==> src/logic/status_indicator_consts.vh <==
/*
  Constants for the status indicator and fault bookkeeping block.
  Assumes inclusion by bare name from the logic folder; definitions only.
*/
`ifndef STATUS_INDICATOR_CONSTS_VH
`define STATUS_INDICATOR_CONSTS_VH

// Clock rate and flash timing
`define CLK_PERIOD_PS      32'd5000
`define FLASH_HALF_MS      32'd250
`define FLASH_HALF_CYCLES  ((`FLASH_HALF_MS * 32'd1000000) / (`CLK_PERIOD_PS / 32'd1000))

// Error code word
`define ERR_CODE_W         16
`define ERR_CODE_RST       16'h0000
`define USER_CODE_LO       16'hFF00
`define USER_CODE_HI       16'hFF0F

// Mode state codes
`define MODE_PROGRAM       2'h0
`define MODE_RUN           2'h1
`define MODE_TEST          2'h2
`define MODE_FAULTED       2'h3

`endif

==> src/logic/status_indicator_fault_logic.v <==
/*
  Front-panel indicator drive plus major-fault bookkeeping: error code
  word, halted flag, power-up override, run entry and user fault dispatch.
  Assumes all status inputs come from logic on clk, except the point inputs,
  which arrive from pins and are synchronised here. Power-up is rst_n.
*/
// Behaviour
// - Power lamp green when power good
// - Run lamp steady in run or remote-run
// - Run lamp flashes during memory-module transfer
// - Fault lamp off, flash user, steady hardware
// - Force lamp lit while any force installed
// - Battery lamp red while battery low
// - Port lamps flash during port activity
// - Default-comm lamp follows channel 0 defaults
// - Point lamps follow point logic state
// - Hardware error lights power and fault; no power darkens all
// - Major fault records code, flashes fault lamp
// - Halted flag blocks run entry until cleared
// - Override bit clears fault at power cycle
// - Override plus mode bit enters run at power-up
// - Persisting fault re-faults after power cycle
// - User fault calls subroutine; cleared flag resumes
// - Non-user faults never call subroutine
`timescale 1ns/1ps
`include "status_indicator_consts.vh"

// Operation in brief
// Every lamp is a registered level, high means lit. A dead or overloaded
// supply darkens the whole panel at once, whatever the state behind it.
// The flash phase is shared, so all flashing lamps blink together.
// Mode codes: program, run, test, faulted; see the constants header.
// The halted flag is the single gate on run entry out of faulted.
// Power cycle is modelled by rst_n; persistence of a fault across it is
// reported by fault_still_present, since this block keeps no state there.
// Limitation: override settings only matter in the boot cycle, which
// makes a mid-run change of them harmless.
// Inputs marked as pulses are one-cycle strobes from logic on clk.
// Requests are honoured from the second edge after reset release.
// run_refused answers in the same cycle as the refused request.

module status_indicator_fault_logic #(
  parameter N_IN        = 16,                 // Input point count
  parameter N_OUT       = 12,                 // Output point count
  parameter DUAL_PORT   = 1,                  // Second channel fitted
  parameter FLASH_HALF  = `FLASH_HALF_CYCLES  // Flash half period in cycles
) (
  input  wire                   clk,
  input  wire                   rst_n,
  input  wire                   power_good,
  input  wire                   supply_overload,
  input  wire                   hw_error,
  input  wire                   critical_fault,
  input  wire                   force_count_nz,
  input  wire                   battery_low,
  input  wire                   port0_active,
  input  wire                   port1_active,
  input  wire                   default_comm_ch0,
  input  wire                   mm_transfer,
  input  wire [N_IN-1:0]        input_points,
  input  wire [N_OUT-1:0]       output_points,
  input  wire                   remote_run_mode,
  input  wire                   run_request,
  input  wire                   test_request,
  input  wire                   program_request,
  input  wire                   major_fault,
  input  wire                   major_fault_user,
  input  wire                   major_fault_recoverable,
  input  wire [`ERR_CODE_W-1:0] fault_code,
  input  wire                   fault_still_present,
  input  wire                   fault_override_bit,
  input  wire                   mode_behavior_bit,
  input  wire                   code_wr,
  input  wire [`ERR_CODE_W-1:0] code_wr_data,
  input  wire                   halted_set,
  input  wire                   halted_clr,
  input  wire                   subroutine_done,
  output reg                    power_indicator,
  output reg                    run_indicator,
  output reg                    fault_indicator,
  output reg                    force_indicator,
  output reg                    battery_indicator,
  output reg                    port0_activity_indicator,
  output reg                    port1_activity_indicator,
  output reg                    default_comm_indicator,
  output reg  [N_IN-1:0]        input_indicators,
  output reg  [N_OUT-1:0]       output_indicators,
  output reg  [`ERR_CODE_W-1:0] major_error_code,
  output reg                    major_error_halted_flag,
  output reg                    user_fault_call,
  output reg  [1:0]             mode_state,
  output wire                   run_refused,
  output wire                   user_code_in_range
);

  // Internal state
  // Flash prescaler state
  reg [31:0]            flash_cnt_q;    // Half-period counter
  reg                   flash_q;        // Shared flash phase
  // Point input synchroniser
  reg [N_IN-1:0]        in_meta_q;      // First stage only
  reg [N_IN-1:0]        in_sync_q;      // Second stage
  // Fault bookkeeping
  reg                   user_fault_q;   // Latched fault is a user fault
  reg                   recoverable_q;  // Latched fault is recoverable
  reg                   in_sub_q;       // Subroutine in progress
  reg                   boot_q;         // First cycle after power-up
  reg [1:0]             resume_mode_q;  // Mode before the fault
  wire                  lamps_live;     // Supply able to light lamps
  wire                  hard_fault;     // Steady-red fault class
  wire                  run_like;       // Run or test mode
  // Note: flash_cnt_q is 32 bits; FLASH_HALF must stay below 2**32.

  // Combinational helpers; run_refused is a handshake answer and may be
  // combinational, unlike the lamps.
  assign lamps_live = power_good & ~supply_overload;
  assign hard_fault = hw_error | critical_fault;
  assign run_like   = (mode_state == `MODE_RUN) | (mode_state == `MODE_TEST);
  // Run entry refused while the halted flag stands
  assign run_refused = run_request & major_error_halted_flag;
  // Helper for software declaring its own faults
  assign user_code_in_range = (major_error_code >= `USER_CODE_LO) &&
                              (major_error_code <= `USER_CODE_HI);

  // Shared flash prescaler; one phase for every lamp keeps them in step
  // The counter is wide enough for the full half period at 200 MHz.
  // A shorter FLASH_HALF only shortens the blink, handy for simulation.
  // A counter rather than a clock divider keeps everything on clk.
  // Reset starts the phase dark so lamps do not flash on at power-up.
  always @(posedge clk or negedge rst_n) begin
    if (!rst_n) begin
      flash_cnt_q <= 32'h00000000;
      flash_q     <= 1'b0;
    end else if (flash_cnt_q >= FLASH_HALF - 1) begin
      flash_cnt_q <= 32'h00000000;
      flash_q     <= ~flash_q;
    end else begin
      flash_cnt_q <= flash_cnt_q + 32'h00000001;
    end
  end

  // Point inputs come from pins, so two stages first
  // Only in_sync_q is read elsewhere; in_meta_q may go metastable.
  // Costs two cycles of lamp latency, invisible to an operator.
  // Output points come from logic on clk and skip this stage.
  always @(posedge clk or negedge rst_n) begin
    if (!rst_n) begin
      in_meta_q <= {N_IN{1'b0}};
      in_sync_q <= {N_IN{1'b0}};
    end else begin
      in_meta_q <= input_points;
      in_sync_q <= in_meta_q;
    end
  end

  // Fault bookkeeping and mode sequencing
  // Priority, highest first:
  //   boot cycle after power-up (override and persistence),
  //   a major fault event (hardware or software),
  //   software writes to the code word and halted flag,
  //   end of the user fault subroutine,
  //   operator mode requests.
  // A fault in the same cycle as a clear leaves the flag set, so a
  // clear can never swallow a fresh fault.
  // resume_mode_q remembers where to return after a recoverable fault;
  // it is not overwritten by a second fault while already faulted, so
  // the original run or test mode survives a fault cascade.
  // user_fault_call is a one-cycle strobe toward the subroutine runner.
  always @(posedge clk or negedge rst_n) begin
    if (!rst_n) begin
      major_error_code        <= `ERR_CODE_RST;
      major_error_halted_flag <= 1'b0;
      user_fault_call         <= 1'b0;
      mode_state              <= `MODE_PROGRAM;
      user_fault_q            <= 1'b0;
      recoverable_q           <= 1'b0;
      in_sub_q                <= 1'b0;
      boot_q                  <= 1'b1;
      resume_mode_q           <= `MODE_PROGRAM;
    end else begin
      user_fault_call <= 1'b0;
      boot_q          <= 1'b0;
      if (boot_q) begin
        // Power-up: a persisting fault always wins
        // With neither override bit set and no persisting fault the reset
        // values already stand: program mode, flag clear.
        if (fault_still_present) begin
          major_error_halted_flag <= 1'b1;
          mode_state              <= `MODE_FAULTED;
        end else if (fault_override_bit & mode_behavior_bit) begin
          major_error_halted_flag <= 1'b0;
          mode_state              <= `MODE_RUN;
        end else if (fault_override_bit) begin
          // Override alone: clear the fault, stay in program
          major_error_halted_flag <= 1'b0;
          mode_state              <= `MODE_PROGRAM;
        end
      end else if (major_fault) begin
        // Record code and halt; only user faults dispatch the subroutine
        major_error_code        <= fault_code;
        major_error_halted_flag <= 1'b1;
        user_fault_q            <= major_fault_user;
        recoverable_q           <= major_fault_recoverable;
        if (mode_state != `MODE_FAULTED) begin
          resume_mode_q <= mode_state;
        end
        // Subroutine runs only from run or test; a fault in program or
        // already faulted mode just records the code.
        if (major_fault_user & run_like) begin
          user_fault_call <= 1'b1;
          in_sub_q        <= 1'b1;
        end else begin
          in_sub_q <= 1'b0;
        end
        mode_state <= `MODE_FAULTED;
      end else begin
        // Software writes to the code word and halted flag
        if (code_wr) begin
          major_error_code <= code_wr_data;
        end
        // Software-declared faults are user faults but never recoverable,
        // and no subroutine is dispatched for them.
        // Set outranks clear when both arrive together.
        if (halted_set) begin
          major_error_halted_flag <= 1'b1;
          if (mode_state != `MODE_FAULTED) begin
            resume_mode_q <= mode_state;
          end
          user_fault_q  <= 1'b1;
          recoverable_q <= 1'b0;
          mode_state    <= `MODE_FAULTED;
        end else if (halted_clr) begin
          major_error_halted_flag <= 1'b0;
        end
        // End of subroutine: resume only if recoverable and flag cleared
        // The flag may be cleared in this very cycle by halted_clr, hence
        // the look-ahead term; a set in the same cycle blocks resume.
        if (in_sub_q & subroutine_done) begin
          in_sub_q <= 1'b0;
          if (recoverable_q & user_fault_q &
              ~(major_error_halted_flag & ~halted_clr) & ~halted_set) begin
            mode_state <= resume_mode_q;
          end
        end else if (!halted_set) begin
          // Operator mode requests
          // Faulted mode leaves only by run entry with the flag clear;
          // a program request there is ignored on purpose.
          case (mode_state)
            `MODE_FAULTED: begin
              if (run_request & ~major_error_halted_flag) begin
                mode_state <= `MODE_RUN;
              end else if (program_request) begin
                mode_state <= `MODE_FAULTED;
              end
            end
            `MODE_PROGRAM: begin
              if (run_request) begin
                mode_state <= `MODE_RUN;
              end else if (test_request) begin
                mode_state <= `MODE_TEST;
              end
            end
            `MODE_RUN, `MODE_TEST: begin
              // Program wins over test, test over run
              if (program_request) begin
                mode_state <= `MODE_PROGRAM;
              end else if (test_request) begin
                mode_state <= `MODE_TEST;
              end else if (run_request) begin
                mode_state <= `MODE_RUN;
              end
            end
            default: begin
              // Unreachable with two-bit codes; kept as a safe landing
              mode_state <= `MODE_PROGRAM;
            end
          endcase
        end
      end
    end
  end

  // Lamp drive; registered so lamps never glitch
  // Order of precedence: supply state, then mode, then fault class.
  // Registering costs one cycle of latency but keeps combinational
  // hazards off the pins that drive the lamp transistors.
  // The second port lamp is forced dark on single-channel builds.
  // Point lamps show logic state, not the field voltage.
  always @(posedge clk or negedge rst_n) begin
    if (!rst_n) begin
      power_indicator          <= 1'b0;
      run_indicator            <= 1'b0;
      fault_indicator          <= 1'b0;
      force_indicator          <= 1'b0;
      battery_indicator        <= 1'b0;
      port0_activity_indicator <= 1'b0;
      port1_activity_indicator <= 1'b0;
      default_comm_indicator   <= 1'b0;
      input_indicators         <= {N_IN{1'b0}};
      output_indicators        <= {N_OUT{1'b0}};
    end else if (!lamps_live) begin
      // No line power or overloaded supply: everything dark
      power_indicator          <= 1'b0;
      run_indicator            <= 1'b0;
      fault_indicator          <= 1'b0;
      force_indicator          <= 1'b0;
      battery_indicator        <= 1'b0;
      port0_activity_indicator <= 1'b0;
      port1_activity_indicator <= 1'b0;
      default_comm_indicator   <= 1'b0;
      input_indicators         <= {N_IN{1'b0}};
      output_indicators        <= {N_OUT{1'b0}};
    end else begin
      power_indicator <= 1'b1;
      // Remote run lights the lamp even outside local run mode.
      if (mode_state == `MODE_RUN || remote_run_mode) begin
        run_indicator <= 1'b1;
      end else if (mm_transfer) begin
        run_indicator <= flash_q;
      end else begin
        run_indicator <= 1'b0;
      end
      // Hardware class outranks user fault flashing
      // Steady red for hardware or critical faults, flashing red for a
      // halted user program, dark otherwise.
      if (hard_fault) begin
        fault_indicator <= 1'b1;
      end else if (major_error_halted_flag) begin
        fault_indicator <= flash_q;
      end else begin
        fault_indicator <= 1'b0;
      end
      // Plain levels: force, battery, default comm and points
      force_indicator          <= force_count_nz;
      battery_indicator        <= battery_low;
      port0_activity_indicator <= port0_active & flash_q;
      port1_activity_indicator <= (DUAL_PORT != 0) & port1_active & flash_q;
      default_comm_indicator   <= default_comm_ch0;
      input_indicators         <= in_sync_q;
      output_indicators        <= output_points;
    end
  end

endmodule // status_indicator_fault_logic

==> config.mk <==
export PLATFORM = sky130hd
export DESIGN_NAME = status_indicator_fault_logic
export DESIGN_NICKNAME = d
export VERILOG_FILES = /design/src/logic/status_indicator_fault_logic.v
export VERILOG_INCLUDE_DIRS = /design/src /design/src/logic
export SDC_FILE = /design/constraint.sdc
export NUM_CORES = 1
export LEC_CHECK = 0
export ABC_CLOCK_PERIOD_IN_PS = 2400
export BUFFER_PORTS_ARGS = -buffer_cell sky130_fd_sc_hd__buf_2
export CORE_MARGIN = 2
export CORE_UTILIZATION = 29
export CTS_CLUSTER_SIZE = 8
export DETAILED_ROUTE_END_ITERATION = 10
export GPL_ROUTABILITY_DRIVEN = 0
export PLACE_DENSITY_LB_ADDON = 0.05
export RECOVER_POWER = 25
export REMOVE_ABC_BUFFERS = 1
export SYNTH_ARGS = -nofsm -noshare
export SYNTH_HDL_FRONTEND = slang
export SYNTH_SLANG_ARGS = --single-unit
==> constraint.sdc <==
create_clock -name clk -period 2.4 [get_ports clk]
set_clock_uncertainty 0.15 [all_clocks]
set_input_delay 0.48 -clock clk [delete_from_list [all_inputs] [get_ports clk]]
set_output_delay 0.48 -clock clk [all_outputs]
set_load 0.05 [all_outputs]
==> results of run 1 <==
==> power groups by stage <==
stage          sequential [mW]  combinational (mW)  clock (mW)
5_1_grt                   2.35               0.678        2.81
3_5_place_dp              2.37               0.619           0
6_report                  2.34               0.624        2.64
4_1_cts                   2.34               0.634        2.73
3_3_place_gp              2.37               0.618           0
2_1_floorplan             2.59               0.138           0
==> flip-flops by register name, indices dropped and copies added, names as in the netlist, 2 cells and up <==
| register | cells |
|---|---|
| flash_cnt_q | 32 |
| in_meta_q | 16 |
| in_sync_q | 16 |
| input_indicators | 16 |
| major_error_code | 16 |
| output_indicators | 12 |
| mode_state | 2 |
| resume_mode_q | 2 |
==> path summary, 6_finish.rpt <==
check / endpoint / cells after the start
max in group asynchronous: in_sync_q[9] / 2
min in group asynchronous: output_indicators[2] / 2
setup / recovery: user_code_in_range / 3
hold reg to reg: in_sync_q[10] / 0
setup reg to reg: flash_cnt_q[24] / 6
hold / removal: in_meta_q[4] / 1
==> stage by stage <==
stage,area [um2],worst slack [ps],hold WS (ps),TNS [ps]
5_1_grt,6624,70.34,8.505,0
3_5_place_dp,5916,252.5,184.7,0
4_1_cts,6623,14.91,1.418,0
3_3_place_gp,5916,265.1,182.0,0
2_1_floorplan,4831,-558.3,34.41,-9459
6_report,6624,118.7,24.33,0
==> synthesized netlist by cell type (8+ instances only) <==
| cell type | count | area (um2) |
|---|---|---|
| nor2_1 | 21 | 78.83 |
| and2_1 | 32 | 200.2 |
| nand3_1 | 12 | 60.06 |
| o21ai_0 | 22 | 110.1 |
| nand2_1 | 25 | 93.84 |
| and3_1 | 8 | 50.05 |
| mux2i_1 | 17 | 170.2 |
| xor2_1 | 15 | 131.4 |
| dfrtp_1 | 126 | 3153 |
| xnor2_1 | 9 | 78.83 |
| nand4_1 | 9 | 56.30 |
| inv_1 | 11 | 41.29 |
| nor2_2 | 18 | 112.6 |
==> metal layers <==
metal  track usage  up-vias  wire length (um)
met1        0.1536     1566              4489
met2        0.1993      117              4963
met3       0.05023       18               825
met4       0.06028        0               209
li1              -     1638                 -
met5             0        -                 0
==> placed cells by master (no fill, tap or decap), types with 2 or more instances in the layout <==
| master | n |
|---|---|
| bufinv_16 | 3 |
| and2_1 | 32 |
| ha_1 | 4 |
| clkbuf_8 | 2 |
| buf_2 | 141 |
| a22oi_1 | 2 |
| nor2_1 | 21 |
| xnor2_1 | 9 |
| clkbuf_16 | 17 |
| xor2_1 | 15 |
| buf_4 | 11 |
| a211oi_1 | 3 |
| nor2b_1 | 4 |
| nand2_1 | 25 |
| nand2b_1 | 3 |
| nor2_4 | 2 |
| a31oi_1 | 2 |
| o21ai_0 | 21 |
| clkbuf_4 | 2 |
| a21oi_1 | 3 |
| inv_6 | 3 |
| dfrtp_1 | 126 |
| dlygate4sd3_1 | 7 |
| or4_1 | 2 |
| mux2i_1 | 17 |
| conb_1 | 7 |
| clkinv_2 | 2 |
| nand3_1 | 12 |
| nor2_2 | 18 |
| o22ai_1 | 2 |
| clkinvlp_4 | 3 |
| inv_1 | 11 |
| nand4_1 | 9 |
| mux2_2 | 4 |
| and3_1 | 8 |
| nor3_1 | 5 |
==> final cells by class <==
type	instances	area, um2	share of cell area
well taps	220	275.3	0.04156
multi-input cells	243	1629	0.2459
repair buffers	162	884.6	0.1335
clock inverters	12	157.7	0.02380
clock buffers	20	456.7	0.06895
flip-flops and latches	127	3179	0.4800
inverters	11	41.29	0.006233
==> kinds of logic (layout without fill, tap and decap cells) <==
| logic type | after synthesis | after routing | synth area share |
|---|---|---|---|
| compound gates | 39 | 39 | 0.05631 |
| xor+xnor | 24 | 24 | 0.04320 |
| fa+ha+maj | 4 | 4 | 0.01029 |
| buf+inv | 22 | 205 | 0.02031 |
| flops | 127 | 127 | 0.6534 |
| mux | 21 | 21 | 0.04423 |
| other cells | 1 | 7 | 0.0007707 |
| simple gates | 148 | 148 | 0.1715 |
==> repair_timing <==
item | 4_1_cts | 5_1_grt
resized for setup | 4 | 1
hold buffers | 7 | 0
pin swaps | 1 | 1
setup buffers | 1 | 1
hold endpoints to repair | 7 | 0
setup endpoints to repair | 1 | 1
==> reports/summary.txt, run 1 <==
worst-case clock buffer depth: 2
Worst Tran Pin Value: 1704 ps
Post-DP HPWL: 7284 um
total power: 5.596 mW
vias post-DR: 3339
Worst Hold Class: in2reg
Seq pwr share: 0.418
DIE WIDTH: 133.5 um
WP buf/inv: 1
Starting Density: 0.2955
Setup CP Type: reg2out
WP data required: 1770 ps
crit-path cells: or4b_4 > nor3_4 > buf_6
layout cells sized above 1: 0.3826
Achievable Freq: 0.4383 GHz
CP max stage delay: 550 ps
final hold vios: 0
Rows: 47
DP Cell Count: 754
grt total ovfl: 0
violated checks: capacitance limit, slew limit
Ys Warns: 0
initial antenna violation count: 0
Gate Count Post-Synth: 386
Hold Crit Start: input_points[4]
TritonRoute pass-1 iters: 4
Vias/cell: 4.200
Critical-path top delay cell: or4b_4
Worst setup EP type: output port
ANT nets after route: 0
Async SR Flop Fraction: 1.000
Critical path origin: major_error_code[7]
die area: 17830 um2
status: finished with violations
largest net degree at the start of global routing: 128
fill cell count: 1637
input/output buffers: 143
post-layout util: 0.4023
num ports: 144
first-pass GRT wire length: 17570 um
worst-path fanout max: 2
Die H: 133.5 um
H-tree lvl count: 4
CTS root buf: clkbuf_16
Final nets: 652
fin crit share: 0.9506
Post-synth EDFFs: 0
ant diodes: 0
Netlist Area Pre-Place: 4866 um2
syn avg cell area: 12.61 um2
cell family with most CP delay: simple AND/OR/NAND/NOR gates
crit start category: flip-flop
sequential share of the synthesized area: 0.6534
critical path data arrival time: 1650 ps
synthesized flop and latch total: 127
P&R area growth vs syn: 36.13%
clk_lat worst skew: 410 ps
cts bufs inserted: 17
initial drt markers: 126
register-to-register setup slack: 250 ps
Routed Wire Length: 10490 um
Yosys cell types: 42
Leak: 3.222 nW
TritonCTS clock tree: done
CTS clock-pin slew for the worst setup and hold paths: 60 ps
Global Route Usage Sum: 0.1271
non-filler cells, final: 795
vias in the first global route: 3497
Slew HR: -0.1360
Sw Pwr: 1.445 mW
worst vdd ir: 0.4748 mV
maxcap violations: 1
Slew Viols, Final: 128
reg2reg start: flash_cnt_q[29]
routed len/inst: 13.19 um
RSZ-0062 raised after global routing: false
clock power share: 0.471
Main synth FF type: dfrtp_1
# DRC: 0
switching fraction of total power: 0.2581
CTS sink count: 127
Tmin final: 2281 ps
pwr dens: 844.9 nW/um2
P_int: 4.152 mW
core area: 16470 um2
final setup vio count: 0
combinational power share: 0.111
(Power assumes the default switching activity.)
==> inputs of run 2 (changes only) <==
--- a/config.mk
+++ b/config.mk
@@ -7,11 +7,11 @@
 export NUM_CORES = 1
 export LEC_CHECK = 0
 export ABC_CLOCK_PERIOD_IN_PS = 2400
-export BUFFER_PORTS_ARGS = -buffer_cell sky130_fd_sc_hd__buf_2
 export CORE_MARGIN = 2
 export CORE_UTILIZATION = 29
 export CTS_CLUSTER_SIZE = 8
 export DETAILED_ROUTE_END_ITERATION = 10
+export DONT_BUFFER_PORTS = 1
 export GPL_ROUTABILITY_DRIVEN = 0
 export PLACE_DENSITY_LB_ADDON = 0.05
 export RECOVER_POWER = 25
==> reports/summary.txt, run 2 (synthesis gave the netlist of run 1 again) <==
violated checks: hold timing (was capacitance limit, slew limit)
routed len/inst: 14.86 um (was 13.19 um)
fin crit share: 0.9681 (was 0.9506)
DIE WIDTH: 133.5 um (unchanged)
initial antenna violation count: 1 (was 0)
switching fraction of total power: 0.2663 (was 0.2581)
Setup CP Type: reg2out (unchanged)
critical path data arrival time: 1690 ps (was 1650 ps)
largest net degree at the start of global routing: 128 (unchanged)
Critical-path top delay cell: dfrtp_1 (was or4b_4)
crit-path cells: nand4b_1 > nor3_4 > buf_6 (was or4b_4 > nor3_4 > buf_6)
pre-CTS WS: 267.7 ps (was 252.5 ps)
cts-stage hold buffer count: 16 (was 7)
P&R area growth vs syn: 23.76% (was 36.13%)
Tmin final: 2323 ps (was 2281 ps)
commonest non-fill, non-tap cell in the layout: dfrtp_1 (was buf_2)
vias in the first global route: 3167 (was 3497)
CP max stage delay: 570 ps (was 550 ps)
Fin Setup TNS: 0 ps (unchanged)
Top reg by flops: flash_cnt_q (unchanged)
input/output buffers: 0 (was 143)
cell family with most CP delay: flip-flops (was simple AND/OR/NAND/NOR gates)
Worst Hold Class: in2async (was in2reg)
initial drt markers: 127 (was 126)
first-pass GRT wire length: 16460 um (was 17570 um)
number of flip-flops in the largest register: 32 (unchanged)
crit start category: flip-flop (unchanged)
Worst setup EP type: output port (unchanged)
core area: 16470 um2 (unchanged)
Vias/cell: 4.426 (was 4.200)
final hold vios: 127 (was 0)
TritonCTS clock tree: done (unchanged)
final hold slack: -388.8 ps (was 24.33 ps)
Global Route Usage Sum: 0.1203 (was 0.1271)
Die H: 133.5 um (unchanged)
die area: 17830 um2 (unchanged)
pwr dens: 876.3 nW/um2 (was 844.9 nW/um2)
H-tree lvl count: 4 (unchanged)
combinational power share: 0.067 (was 0.111)
CTS clock-pin slew for the worst setup and hold paths: 60 ps (about the same)
grt total ovfl: 0 (unchanged)
Post-DP HPWL: 6722 um (was 7284 um)
P_int: 3.872 mW (was 4.152 mW)
most frequent cells in the layout: dfrtp_1 (126), and2_1 (32), nand2_1 (25) (was buf_2 (141), dfrtp_1 (126), and2_1 (32))
worst-path fanout max: 3 (was 2)
WP depth: 3 (unchanged)
CTS root buf: clkbuf_16 (unchanged)
WP buf/inv: 1 (unchanged)
vias post-DR: 2961 (was 3339)
Final nets: 526 (was 652)
worst reg2reg path depth: 6 (unchanged)
layout cells sized above 1: 0.1893 (was 0.3826)
worst vdd ir: 0.5211 mV (was 0.4748 mV)
WP data required: 1770 ps (about the same)
num ports: 144 (unchanged)
Rows: 47 (unchanged)
post-layout util: 0.3657 (was 0.4023)
Worst Tran Pin Value: 1053 ps (was 1704 ps)
TritonRoute pass-1 iters: 4 (unchanged)
Slew Viols, Final: 0 (was 128)
clock power share: 0.465 (was 0.471)
Setup WS post-layout: 76.59 ps (was 118.7 ps)
Slew HR: 0.2980 (was -0.1360)
# DRC: 0 (unchanged)
clk_lat worst skew: 410 ps (about the same)
maxcap violations: 0 (was 1)
Achievable Freq: 0.4304 GHz (was 0.4383 GHz)
cts bufs inserted: 17 (unchanged)
final setup vio count: 0 (unchanged)
Starting Density: 0.2955 (unchanged)
ant diodes: 0 (unchanged)
total power: 5.277 mW (was 5.596 mW)
ANT nets after route: 0 (unchanged)
Seq pwr share: 0.468 (was 0.418)
worst-case clock buffer depth: 2 (unchanged)
status: finished with violations (unchanged)
Routed Wire Length: 9942 um (was 10490 um)
Leak: 2.677 nW (was 3.222 nW)
Sw Pwr: 1.406 mW (was 1.445 mW)
CTS sink count: 127 (unchanged)
[run 2: cell types whose count changed in the layout (fill, tap and decap cells not counted)]
| cell | delta |
|---|---|
| buf_12 | +1 |
| buf_4 | +7 |
| dlygate4sd3_1 | +9 |
| clkinvlp_4 | -1 |
| clkinv_4 | +1 |
| buf_2 | -141 |
| inv_8 | +1 |
| clkbuf_4 | -2 |
| clkbuf_8 | -1 |
| inv_6 | +2 |
| bufinv_16 | -2 |
[run 2: metrics by stage]
step	instance area [um2]	instances
floorplan	4831	381
global placement	5273	621
detailed placement	5273	621
CTS	6016	669
global route	6022	669
finish	6022	669
[run 2: worst reg2reg max path, cell delays in order (launching register included)]
cell and delay, ps:
dfrtp_1 370, or4_4 540, a2111oi_4 350, o21a_4 190
o41ai_4 70, buf_12 190, xor2_1 160
[run 2: power groups by stage]
stage	Sequential [mW]	Combinational [mW]	Clock (mW)
floorplan	2.59	0.138	0
global placement	2.51	0.334	0
detailed placement	2.51	0.335	0
CTS	2.48	0.360	2.55
global route	2.49	0.393	2.64
finish	2.47	0.354	2.45
[run 2: final timing paths]
check | from | to | slack (ps)
worst max-delay path | major_error_code[5] | user_code_in_range | 80
worst min-delay path | rst_n | output_indicators[4] | -390
worst max register to register | flash_cnt_q[29] | flash_q | 270
worst min register to register | in_meta_q[10] | in_sync_q[10] | 200
max in group asynchronous | rst_n | boot_q | 2230
min in group clk | output_points[3] | output_indicators[3] | 50
[run 2: final cells by class]
cell class | count | area (um2)
clock buffer | 19 | 442.9
clock inverter | 13 | 127.6
tap | 220 | 275.3
fill | 1659 | 10440
multi-input combinational | 243 | 1629
timing repair buffer | 36 | 326.6
inverter | 11 | 41.29
sequential | 127 | 3179
[run 2: what timing repair did]
item                       in CTS  in global routing
gates cloned                    0                  0
setup endpoints to repair       1                  1
pin swaps                       1                  1
hold endpoints to repair      143                127
buffers inserted                0                  0
gates resized for setup         3                  1
[run 2: metal layers]
metal | vias up | global-route usage | wire length [um]
li1 | 1389 | - | -
met1 | 1433 | 0.1380 | 4014
met2 | 126 | 0.1913 | 4789
met3 | 11 | 0.06012 | 1001
met4 | 2 | 0.04965 | 123
met5 | - | 0 | 13
